`src/verilog/zcd_defines.svh`:
```
// Purpose: Offsets, field positions, reset values and timing of the
//          zero-cross detector control block.
// Assumes: APB byte addressing, one 32-bit word per register.
// Notes:   Included by the control block and the test bench.
`ifndef ZCD_DEFINES_SVH
`define ZCD_DEFINES_SVH

// ---------------------------------------------------------------------
// Register offsets
// ---------------------------------------------------------------------
`define ZCD_OFF_CTRL     12'h000
`define ZCD_OFF_EDGE     12'h008
`define ZCD_OFF_STATUS   12'h00C
`define ZCD_OFF_IRQMASK  12'h010

// ---------------------------------------------------------------------
// Field positions
// ---------------------------------------------------------------------
`define ZCD_CTRL_ENABLE  0
`define ZCD_CTRL_INVERT  3
`define ZCD_CTRL_PIN_EN  6
`define ZCD_CTRL_STDBY   7
`define ZCD_ST_CROSS     0
`define ZCD_ST_STATE     4
`define ZCD_ST_READY     5

// ---------------------------------------------------------------------
// Reset values
// ---------------------------------------------------------------------
`define ZCD_CTRL_RST     8'h00
`define ZCD_EDGE_RST     2'h0
`define ZCD_MASK_RST     1'h1

// ---------------------------------------------------------------------
// Timing
// ---------------------------------------------------------------------
`define ZCD_CLK_MHZ      200
`define ZCD_STARTUP_NS   2000
`define ZCD_STARTUP_CYC  ((`ZCD_STARTUP_NS * `ZCD_CLK_MHZ + 999) / 1000)

`endif

```
`src/verilog/zcd_pkg.sv`:
```
// Purpose: Types of the zero-cross detector control block.
// Assumes: zcd_defines.svh holds all numbers except the enum encodings below.
// Notes:   Edge-select encoding of the crossing interrupt.
package zcd_pkg;

  // -------------------------------------------------------------------
  // Edge select and start-up states
  // -------------------------------------------------------------------
  typedef enum logic [1:0]
  {
    ZCD_EDGE_OFF  = 2'h0,
    ZCD_EDGE_RISE = 2'h1,
    ZCD_EDGE_FALL = 2'h2,
    ZCD_EDGE_BOTH = 2'h3
  } zcd_edge_t;

  typedef enum logic [1:0]
  {
    ZCD_ST_OFF  = 2'h0,
    ZCD_ST_WAIT = 2'h1,
    ZCD_ST_RUN  = 2'h2
  } zcd_state_t;

endpackage

```
`src/verilog/zcd_ctrl.sv`:
```
// Purpose: Control and status logic of a zero-cross detector behind APB.
// Assumes: Comparator level is asynchronous; pclk 200 MHz.
// Notes:   Output pin, event and status use the synchronised level.
//
// What this block does
// - Without inversion, state reads 1 above threshold and 0 below.
// - Inversion bit set reverses the reported state polarity.
// - Edge detection for interrupts works on the inverted output too.
// - Output pin enable bit routes the detector output to its pin.
// - Enable bit switches the detector on.
// - Output ignored during start-up interval after enable.
// - Two-bit edge select picks rising, falling or both edges.
// - Configured crossing sets the sticky crossing flag.
// - Interrupt high while source enabled, edge select not off and flag set, until cleared.
// - Level event output follows the detector output level.
//
// The implementer's own choices: the APB interface to the registers and the register offsets.
`timescale 1ns/1ps
`default_nettype none
`include "zcd_defines.svh"
module zcd_ctrl
(
  input  wire logic        pclk,
  input  wire logic        presetn,
  input  wire logic        psel,
  input  wire logic        penable,
  input  wire logic        pwrite,
  input  wire logic [11:0] paddr,
  input  wire logic [31:0] pwdata,
  output var  logic [31:0] prdata,
  output var  logic        pready,
  output var  logic        pslverr,
  input  wire logic        comp_above,
  output var  logic        detector_enable,
  output var  logic        pin_out,
  output var  logic        pin_out_en_n,
  output var  logic        level_event,
  output var  logic        irq
);
  import zcd_pkg::*;

  localparam logic [11:0] STARTUP_CYC = 12'(`ZCD_STARTUP_CYC);

  // -------------------------------------------------------------------
  // Registers
  // -------------------------------------------------------------------
  logic [7:0]  ctrl_q;
  zcd_edge_t   edge_q;
  logic        cross_q;
  logic        mask_q;
  zcd_state_t  st_q;
  logic [11:0] cnt_q;
  logic        sync_lvl;
  logic        out_q;
  logic        out_prev_q;
  logic        hit;
  logic        wr_acc;
  logic        acc;
  logic        mapped;
  logic        out_d;

  assign acc    = psel && penable && !pready;
  assign wr_acc = acc && pwrite;
  assign mapped = (paddr == `ZCD_OFF_CTRL) || (paddr == `ZCD_OFF_EDGE) ||
                  (paddr == `ZCD_OFF_STATUS) || (paddr == `ZCD_OFF_IRQMASK);

  zcd_sync u_sync
  (
    .pclk     (pclk),
    .presetn  (presetn),
    .async_in (comp_above),
    .sync_out (sync_lvl)
  );

  // -------------------------------------------------------------------
  // Control registers
  // -------------------------------------------------------------------
  always_ff @(posedge pclk or negedge presetn)
  begin
    if (!presetn)
    begin
      ctrl_q <= `ZCD_CTRL_RST;
      edge_q <= zcd_edge_t'(`ZCD_EDGE_RST);
      mask_q <= `ZCD_MASK_RST;
    end
    else if (wr_acc)
    begin
      if (paddr == `ZCD_OFF_CTRL)
      begin
        ctrl_q <= pwdata[7:0] & 8'hC9;
      end
      if (paddr == `ZCD_OFF_EDGE)
      begin
        edge_q <= zcd_edge_t'(pwdata[1:0]);
      end
      if (paddr == `ZCD_OFF_IRQMASK)
      begin
        mask_q <= pwdata[0];
      end
    end
  end

  // -------------------------------------------------------------------
  // Start-up sequencing
  // -------------------------------------------------------------------
  // Comparator output is unreliable while it settles after enable
  always_ff @(posedge pclk or negedge presetn)
  begin
    if (!presetn)
    begin
      st_q  <= ZCD_ST_OFF;
      cnt_q <= 12'h000;
    end
    else if (!ctrl_q[`ZCD_CTRL_ENABLE])
    begin
      st_q  <= ZCD_ST_OFF;
      cnt_q <= 12'h000;
    end
    else
    begin
      unique case (st_q)
        ZCD_ST_OFF:
        begin
          st_q  <= ZCD_ST_WAIT;
          cnt_q <= 12'h000;
        end
        ZCD_ST_WAIT:
        begin
          cnt_q <= cnt_q + 12'h001;
          if (cnt_q == STARTUP_CYC - 12'h001)
          begin
            st_q <= ZCD_ST_RUN;
          end
        end
        ZCD_ST_RUN:
        begin
          cnt_q <= STARTUP_CYC + 12'h001;
        end
        default:
        begin
          st_q <= ZCD_ST_OFF;
        end
      endcase
    end
  end

  // -------------------------------------------------------------------
  // Detector output, edges and flag
  // -------------------------------------------------------------------
  assign out_d = (st_q == ZCD_ST_RUN) &&
                 (sync_lvl ^ ctrl_q[`ZCD_CTRL_INVERT]);

  always_comb
  begin
    unique case (edge_q)
      ZCD_EDGE_OFF:  hit = 1'b0;
      ZCD_EDGE_RISE: hit = out_q && !out_prev_q;
      ZCD_EDGE_FALL: hit = !out_q && out_prev_q;
      ZCD_EDGE_BOTH: hit = out_q != out_prev_q;
    endcase
  end

  always_ff @(posedge pclk or negedge presetn)
  begin
    if (!presetn)
    begin
      out_q      <= 1'b0;
      out_prev_q <= 1'b0;
    end
    else
    begin
      out_q      <= out_d;
      out_prev_q <= (cnt_q > STARTUP_CYC) ? out_q : out_d;
    end
  end

  // Set wins over a write-one clear in the same cycle
  always_ff @(posedge pclk or negedge presetn)
  begin
    if (!presetn)
    begin
      cross_q <= 1'b0;
    end
    else if (hit)
    begin
      cross_q <= 1'b1;
    end
    else if (wr_acc && paddr == `ZCD_OFF_STATUS && pwdata[`ZCD_ST_CROSS])
    begin
      cross_q <= 1'b0;
    end
  end

  // -------------------------------------------------------------------
  // Outputs
  // -------------------------------------------------------------------
  always_ff @(posedge pclk or negedge presetn)
  begin
    if (!presetn)
    begin
      detector_enable <= 1'b0;
      pin_out         <= 1'b0;
      pin_out_en_n    <= 1'b1;
      level_event     <= 1'b0;
      irq             <= 1'b0;
    end
    else
    begin
      detector_enable <= ctrl_q[`ZCD_CTRL_ENABLE];
      pin_out         <= out_d;
      pin_out_en_n    <= !ctrl_q[`ZCD_CTRL_PIN_EN];
      level_event     <= out_d;
      irq             <= (cross_q || hit) && mask_q &&
                         (edge_q != ZCD_EDGE_OFF);
    end
  end

  // -------------------------------------------------------------------
  // APB slave: one wait state, unmapped gives pslverr
  // -------------------------------------------------------------------
  always_ff @(posedge pclk or negedge presetn)
  begin
    if (!presetn)
    begin
      pready  <= 1'b0;
      pslverr <= 1'b0;
      prdata  <= 32'h0000_0000;
    end
    else
    begin
      pready  <= acc;
      pslverr <= acc && !mapped;
      prdata  <= 32'h0000_0000;
      if (acc && !pwrite)
      begin
        if (paddr == `ZCD_OFF_CTRL)
        begin
          prdata[7:0] <= ctrl_q;
        end
        if (paddr == `ZCD_OFF_EDGE)
        begin
          prdata[1:0] <= edge_q;
        end
        if (paddr == `ZCD_OFF_STATUS)
        begin
          prdata[`ZCD_ST_CROSS] <= cross_q;
          prdata[`ZCD_ST_STATE] <= out_q;
          prdata[`ZCD_ST_READY] <= (st_q == ZCD_ST_RUN);
        end
        if (paddr == `ZCD_OFF_IRQMASK)
        begin
          prdata[0] <= mask_q;
        end
      end
    end
  end
endmodule
`default_nettype wire

```
`src/verilog/zcd_sync.sv`:
```
// Purpose: Two-stage synchroniser for the comparator level.
// Assumes: Input is asynchronous to pclk.
// Notes:   First stage feeds only the second stage.
`timescale 1ns/1ps
`default_nettype none
module zcd_sync
(
  input  wire logic pclk,
  input  wire logic presetn,
  input  wire logic async_in,
  output var  logic sync_out
);

  logic meta_q;

  always_ff @(posedge pclk or negedge presetn)
  begin
    if (!presetn)
    begin
      meta_q   <= 1'b0;
      sync_out <= 1'b0;
    end
    else
    begin
      meta_q   <= async_in;
      sync_out <= meta_q;
    end
  end

endmodule
`default_nettype wire
```
`config.mk`:
```
export PLATFORM = sky130hd
export DESIGN_NAME = zcd_ctrl
export DESIGN_NICKNAME = d
export VERILOG_FILES = /design/src/verilog/zcd_pkg.sv /design/src/verilog/zcd_ctrl.sv /design/src/verilog/zcd_sync.sv
export VERILOG_INCLUDE_DIRS = /design/src /design/src/verilog
export SDC_FILE = /design/constraint.sdc
export NUM_CORES = 1
export LEC_CHECK = 0
export ABC_AREA = 1
export BUFFER_PORTS_ARGS = -buffer_cell sky130_fd_sc_hd__buf_2
export CAP_MARGIN = 0
export CORE_ASPECT_RATIO = 1.25
export CORE_MARGIN = 2
export CORE_UTILIZATION = 50
export CTS_CLUSTER_DIAMETER = 50
export DETAILED_ROUTE_END_ITERATION = 8
export PLACE_DENSITY = 0.83
export SETUP_SLACK_MARGIN = 0.02
export SYNTH_ARGS = -nofsm -noshare
export SYNTH_HDL_FRONTEND = slang
export SYNTH_SLANG_ARGS = --single-unit
```
`constraint.sdc`:
```
create_clock -name pclk -period 2.3 [get_ports pclk]
set_clock_uncertainty 0.05 [all_clocks]
set_input_delay 0.345 -clock pclk [delete_from_list [all_inputs] [get_ports pclk]]
set_output_delay 0.345 -clock pclk [all_outputs]
set_load 0.01 [all_outputs]
```
# [After elaboration in Yosys (flattened, before gate mapping)]
# Index checks and enable logic that the tools add are counted.
[totals] regBits=39 inputBits=50 out_inout_bits=39 word_cells=78
[op_classes] n_addsub=1 order_cmp=1 n_eq_ne=13 mux=15 bitwise=1 n_reduce_logical=31
[op_table] cell="$pmux W12 S3" count=1
[op_table] cell="$eq A12 B4 Y1 const B" count=2
[op_table] cell="$mux W8" count=2
[op_table] cell="$add A12 B1 Y12 const B" count=1
[op_table] cell="$eq A12 B5 Y1 const B" count=1
[op_table] cell="$eq A12 B9 Y1 const B" count=1
[op_table] cell="$gt A12 B9 Y1 const B" count=1
[op_table] cell="$logic_and A1 B1 Y1" count=12
[op_table] cell="$logic_not A12 Y1" count=1
[op_table] cell="$mux W12" count=1
[op_table] cell="$mux W2" count=4
[op_table] cell="$reduce_and A2 Y1" count=4
[op_table] cell="$eq A2 B2 Y1 const B" count=3
[op_table] cell="$logic_not A1 Y1" count=6
[op_table] cell="$pmux W2 S3" count=1
[op_table] cell="$mux W1" count=5
[op_table] cell="$eq A2 B1 Y1 const B" count=2
[op_table] cell="$logic_not A2 Y1" count=2
[op_table] cell="$logic_or A1 B1 Y1" count=4
[op_table] cell="$ne A4 B1 Y1 const B" count=1
[op_table] cell="$pmux W1 S4" count=1
[op_table] cell="$reduce_bool A2 Y1" count=2
[op_table] cell="$ne A3 B3 Y1 const B" count=1
[op_table] cell="$ne A2 B2 Y1 const B" count=1
[op_table] cell="other kinds (2)" count=2

# [Depth between registers and ports, before layout]
# Gate-level depths: netlist of the first run.
[logic_depth] depth_word=7 mapped_depth=9 ltp_nobuf=9

# [By module]
# A second synthesis of the first run with hierarchy kept.
[unflattened] hier_cells=267 hier_area_um2=2155.8
[by_module_without_submodules] module="zcd_ctrl" n_inst=1 cells_each=265 area_per_inst_um2=2105.8 seq_area_each_um2=903.4
[by_module_without_submodules] module="zcd_sync" n_inst=1 cells_each=2 area_per_inst_um2=50.0 seq_area_each_um2=50.0

# [Worst setup path before layout of the first run]
# Ideal clock, no wire load.
[synth_path] path_kind="reg-to-reg" startpoint="reg st_q[0]" endpoint="reg cnt_q[5]" setup_ns=0.122 arrival_ns=1.275 t_required_ns=2.128 path_slack_ns=0.853 path_stages_with_launch=9 n_path_buf=1 synth_period_minus_slack_ns=1.447 path_cell_list="dfrtp_1 -> inv_1 -> ha_1 -> nor2_1 -> nand2_2 -> buf_6 -> nand2_1 -> xor2_1 -> a21oi_1"
[synth_via] elab_chain_cells=3 elab_cells_between_ends=6 classes_between="eq/ne: 3; mux: 2; reduce/logical: 1"
[synth_lines] element="start: declaration" line_no="zcd_ctrl.sv:51" source="zcd_state_t st_q;"
[synth_lines] element="start signal: assignment" line_no="zcd_ctrl.sv:111" source="st_q <= ZCD_ST_OFF;"
[synth_lines] element="start signal: assignment" line_no="zcd_ctrl.sv:116" source="st_q <= ZCD_ST_OFF;"
[synth_lines] element="start signal: assignment" line_no="zcd_ctrl.sv:124" source="st_q <= ZCD_ST_WAIT;"
[synth_lines] element="$eq A2 B2 Y1 (tied with other cells)" line_no="zcd_ctrl.sv:121" source="unique case (st_q)"
[synth_lines] element="$pmux W12 S3" line_no="zcd_ctrl.sv:121"
[synth_lines] element="$mux W12" line_no="zcd_ctrl.sv:114" source="else if (!ctrl_q[`ZCD_CTRL_ENABLE])"
[synth_lines] element="end signal: assignment" line_no="zcd_ctrl.sv:129" source="cnt_q <= cnt_q + 12'h001;"
[synth_lines] element="end signal: assignment" line_no="zcd_ctrl.sv:137" source="cnt_q <= STARTUP_CYC + 12'h001;"
[synth_lines] element="end: declaration" line_no="zcd_ctrl.sv:52" source="logic [11:0] cnt_q;"
# Parallel ways exist; a longest one is shown, timed or not.
# A chain may end at the register's enable or synchronous reset.

# [Final worst setup path of the first run]
[layout_path] startpoint="reg st_q[0]" endpoint="reg cnt_q[2]"
# Same word-level chain as after synthesis.

==> metrics, run 1 <==
RD Place Congestion 0.854; total congestion overflow 0; CTS-repair resized insts 0; clock-pin slew on the worst setup and hold paths 0.07 ns; Setup Viol. Count Final 0; Filler Cell Count 399; area delta synth->final 12.7%; Hold Violations, Final 0; Pwr Density 825 nW/µm²; Synth Area in Adders 4.61%; post-synthesis sequential area ratio 43.9%; Tmin final 1.67 ns; status completed; Final WS setup 0.634 ns; Initial DRT Pass Iterations 4; first-pass GRT wire length 7390 µm; Post-Syn Area per Cell 8.13 µm²; VDD IR-drop max 0.361 mV; Post-CTS Setup Bufs 0; startpoint types register; initial antenna violation count 0; Maximum Capacitance Violations 0; cts bufs inserted 5; multi-input logic area 950 µm²; starting density of the core 52.5%; WL final 4000 µm; Least-Margin Pin Slew 0.815 ns; largest net degree at the start of global routing 39; WS Path Type register to register; Critical Path RT 2.44 ns; Final Max Slew Viols 0; total power 0.00202 W; Post-Place Worst Slack 0.639 ns; row cnt 26; Worst EP arrival 1.81 ns; total global-route track usage 19.0%; post-synthesis xor/xnor area fraction 1.21%; CTS Root Cell clkbuf_8; total number of vias 1686; crit path max fanout 11; Via density 4.63; placed cell area 2300 µm²; DR iter-0 viols 75; ANT nets after route 0; hold_buf cts 0; number of distinct library cells after synthesis 26; max frequency 0.600 GHz; vias in the first global route 1745; Register Area 953 µm²; CP endpoint kind register; post-synthesis compound-gate area fraction 8.07%; Die Height 77.6 µm; mux contribution to synthesized area 0%; final core occ 59.2%; P_leak 1.27 nW; Slew headroom 45.7%; simple-gate share of the synthesized area 25.5%; Die Width 62.9 µm; layout cells sized above 1 18.8%; Yosys reg bits 38; largest family of logic cells by synthesized area simple AND/OR/NAND/NOR gates; Port Buffers 36; Fin Setup TNS 0 ns; finished layout cell area 2450 µm²; Post-DP HPWL 3090 µm; # clock sinks 38; Top-Level Pins 89; final net count 365; Hold Crit Class input pin to async pin; drc violations 0; ant diodes 0; Ys Warns 0; CORE AREA 4130 µm²; htree depth 2; RSZ-0062 raised after global routing false; CTS tree done; wire per inst 11.0 µm; Worst-Skew Late Latency 0.29 ns; post-synthesis cell area 2170 µm²; Clock Tree Buf Depth 2; crit share post-route 72.4%; DIE AREA 4890 µm²; Post-Syn Instances 267
==> through the flow <==
step	cells	hold slack, ns
floorplan	291	-0.000591
global placement	356	0.284
detailed placement	356	0.285
CTS	364	0.101
global route	364	0.0900
finish	364	0.0956
==> worst paths after layout <==
check                                        startpoint                        end  slack (ns)  cells after the start
worst max register to register      st_q[0]$_DFFE_PN0P_       cnt_q[2]$_DFFE_PN0P_        0.63                      8
max in group asynchronous                       presetn       cnt_q[7]$_DFFE_PN0P_        1.59                      1
worst min-delay path                            presetn        prdata[4]$_DFF_PN0_         0.1                      1
min in group pclk                            comp_above    u_sync.meta_q$_DFF_PN0_        0.11                      1
worst max-delay path                st_q[0]$_DFFE_PN0P_       cnt_q[2]$_DFFE_PN0P_        0.63                      8
worst min register to register  u_sync.meta_q$_DFF_PN0_  u_sync.sync_out$_DFF_PN0_        0.30                      0
==> worst max-delay path, stage by stage (launching register included) <==
cell	delay, ns
dfrtp_1	0.38
inv_1	0.09
ha_1	0.30
nor2_1	0.06
nand2_2	0.18
clkinv_1	0.22
a21oi_1	0.15
or2_1	0.11
inv_1	0.03
==> synthesized netlist by cell type <==
cell	number	share of area, %
nand2_1	53	9.2
inv_1	39	6.7
dfrtp_1	36	42
buf_4	26	9.0
nor2_1	23	4.0
o21ai_0	16	3.7
nand3_1	15	3.5
a21oi_1	12	2.8
ha_1	8	4.6
nor3_1	7	1.6
nor2_4	6	3.1
nand2_2	4	1.2
nand4_1	4	1.2
dfstp_2	2	2.4
nand3_2	2	0.92
nand3b_1	2	0.69
o22ai_1	2	0.58
xor2_1	2	0.81
a22oi_1	1	0.35
buf_6	1	0.52
clkinv_1	1	0.17
conb_1	1	0.17
o211ai_1	1	0.35
o21a_1	1	0.35
or2_1	1	0.29
xnor2_1	1	0.40
==> sequential cells by signal, summed over array words and instances (netlist names), 2 cells and up <==
register	count
st_q	2
edge_q	2
prdata	7
cnt_q	12
ctrl_q	4
==> layer usage <==
layer	routed length, µm	part of all wire, %	global-route usage [%]
met4	72	1.8	7.56
met1	1700	43	23.1
met2	2030	51	32.1
met3	194	4.9	4.64
met5	0	0	0
==> report_power, final <==
part / internal, W / total (W) / switching (W)
Combinational: 0.000171 / 0.000532 / 0.000360
Clock: 0.000463 / 0.000705 / 0.000243
Sequential: 0.000729 / 0.000781 / 0.0000519
==> cell families (layout without fill, tap and decap cells) <==
group / after synthesis / count (layout)
and+or+nand+nor: 117 / 117
buffers and inverters: 67 / 84
DFF: 38 / 38
AOI/OAI and AO/OA: 33 / 33
adders and majority gates: 8 / 8
xor gates and xnor gates: 3 / 3
other: 1 / 25
==> layout make-up <==
class | count | share of cell area (%)
clock buffer | 6 | 3.38
clock inverter | 2 | 2.46
inverter | 40 | 6.14
multi-input combinational | 186 | 38.8
sequential | 38 | 39.0
tap | 56 | 2.86
timing repair buffer | 36 | 7.37
==> layout by cell type (no fill, tap or decap) <==
cell       synthesis  layout
nand3_1           15      15
nand2_2            4       4
o211ai_1           1       1
inv_1             39      39
clkinv_1           1       1
nor2_4             6       6
a21oi_1           12      12
ha_1               8       8
bufinv_16          0       2
buf_2              0      36
o22ai_1            2       2
o21a_1             1       1
nor3_1             7       7
nor2_1            23      23
a22oi_1            1       1
conb_1             1      25
dfrtp_1           36      36
o21ai_0           16      16
xor2_1             2       2
clkbuf_8           0       6
nand4_1            4       4
nand3_2            2       2
dfstp_2            2       2
nand3b_1           2       2
or2_1              1       1
nand2_1           53      53
xnor2_1            1       1
Note: power is estimated with default switching activity, not from simulation.
==> run 2, diff against run 1 <==
- CORE_UTILIZATION: 50 -> 43
- PLACE_DENSITY: 0.83 -> 0.75
- clock period: 2.3 -> 1.4 ns (I/O delays scaled with it)
==> run 2 against run 1 <==
Compared with the run above:
- combinational power rose to 3.0 times the previous value
- non-clock buffer count rose by 25
- the flow now finishes with violations (negative setup slack)
- cell count rose by 8.0%
==> metrics, run 2 (synthesis gave the netlist of run 1 again) <==
status finished with violations; failing checks negative setup slack; Initial DRT Pass Iterations 5; Sequential Power Share 35.0%; CTS Root Cell clkbuf_8; Pwr Density 1340 nW/µm²; Comb power frac 44.0%; VDD IR-drop max 0.680 mV; vias in the first global route 1732; CTS tree done; wire per inst 11.5 µm; max FFs per register 12; WS Path Type register to register; max frequency 0.697 GHz; Top-Level Pins 89; Die Width 67.5 µm; WL final 4510 µm; crit share post-route 102%; Post-DP HPWL 3110 µm; worst setup path startpoint st_q[1]$_DFFE_PN0P_; Die Height 83.4 µm; Largest regs cnt_q x12, prdata x7, ctrl_q x4; layout cells sized above 1 35.4%; Worst R2R Path Depth 8; Clk network pwr share 21.0%; finished layout cell area 2750 µm²; placed cell area 2460 µm²; largest net degree at the start of global routing 39; starting density of the core 45.2%; Final WS setup -0.0347 ns; row cnt 28; switching pwr 0.00137 W; RSZ-0062 raised after global routing true; total power 0.00367 W; # clock sinks 38; Final Max Slew Viols 0; commonest non-fill, non-tap cells in the layout nand2_1, dfrtp_1, buf_2; htree depth 2; WHS Endpoint ctrl_q[6]$_DFFE_PN0P_; initial antenna violation count 0; Hold Path Depth 3; FF-to-FF Start st_q[1]$_DFFE_PN0P_; drc violations 0; cell internal pwr 0.00230 W; hold_sp pwdata[6]; DR iter-0 viols 59; Hold Crit Class input pin to register; clock-pin slew on the worst setup and hold paths 0.08 ns; Hold Violations, Final 0; cts bufs inserted 5; reg-to-reg slack, setup -0.03 ns; Port Buffers 36; crit path max fanout 7; CORE AREA 4800 µm²; DIE AREA 5630 µm²; ANT nets after route 0; commonest non-fill, non-tap cell in the layout nand2_1; Clock Tree Buf Depth 2; P_leak 1.39 nW; ant diodes 0; area delta synth->final 26.8%; Tmin final 1.43 ns; first-pass GRT wire length 7290 µm; RD Place Congestion 0.881; Maximum Capacitance Violations 0; Setup Viol. Count Final 3; Reg with most FFs cnt_q; RR Endpoint cnt_q[5]$_DFFE_PN0P_; final core occ 57.3%; total global-route track usage 16.8%; startpoint types register; Sw Ratio 37.4%; Via density 4.69; Critical Path RT 1.53 ns; Worst EP arrival 1.57 ns; Worst-Skew Late Latency 0.30 ns; total congestion overflow 0; final net count 390; CP endpoint kind register; total number of vias 1843
## run 2: worst max-delay path by stage
stage,to,depth (start not counted)
final,cnt_q[5]$_DFFE_PN0P_,8
after global routing,cnt_q[2]$_DFFE_PN0P_,8
after CTS,cnt_q[2]$_DFFE_PN0P_,7
after detailed placement,cnt_q[0]$_DFFE_PN0P_,7
after global placement,cnt_q[2]$_DFFE_PN0P_,8
after floorplan,cnt_q[5]$_DFFE_PN0P_,8
## run 2: layout make-up
class,instances,area [µm²]
clock inverters,2,15.0
fillers,447,2050
repair buffers,61,402
flip-flops and latches,38,953
clock buffers,6,72.6
well taps,60,75.1
multi-input cells,186,1080
inverters,40,151
## run 2: through the flow
step                      setup TNS, ns  worst slack (ns)  cells  hold WS, ns
final                           -0.0596           -0.0347    393       0.0577
after floorplan                       0            0.0382    291       -0.136
after global routing              -1.20            -0.134    393       0.0769
after global placement          -0.0643           -0.0361    375        0.141
after detailed placement         -0.204           -0.0547    375        0.143
after CTS                        -0.138           -0.0368    386       0.0637
## run 2: critical path, stage by stage, from the launching register on
cell,delay [ns]
dfrtp_1,0.39
inv_2,0.10
ha_4,0.22
nor2_4,0.10
nand2_4,0.07
buf_12,0.13
nand2_4,0.05
xor2_1,0.15
a21oi_1,0.05
## run 2: what timing repair did
action | in CTS | in global routing
setup endpoints to repair | 14 | 22
setup buffers | 1 | 7
hold buffers | 2 | 0
pin swaps | 5 | 18
endpoints found under the hold margin | 37 | 0
gates resized for setup | 16 | 33
## run 2: power groups by stage
| stage | Sequential (W) | Clock (W) | Combinational [W] |
|---|---|---|---|
| 5_1_grt | 0.00130 | 0.000842 | 0.00178 |
| 6_report | 0.00129 | 0.000771 | 0.00162 |
| 4_1_cts | 0.00128 | 0.000784 | 0.00143 |
| 2_1_floorplan | 0.00130 | 0 | 0.000801 |
| 3_3_place_gp | 0.00130 | 0 | 0.00122 |
| 3_5_place_dp | 0.00130 | 0 | 0.00126 |
## run 2: routing by layer
metal	GRT usage (%)	wire, µm	vias up
met5	0	0	-
met4	7.61	76	0
met3	5.01	287	10
met2	27.1	2320	60
met1	20.0	1820	851
li1	-	-	922
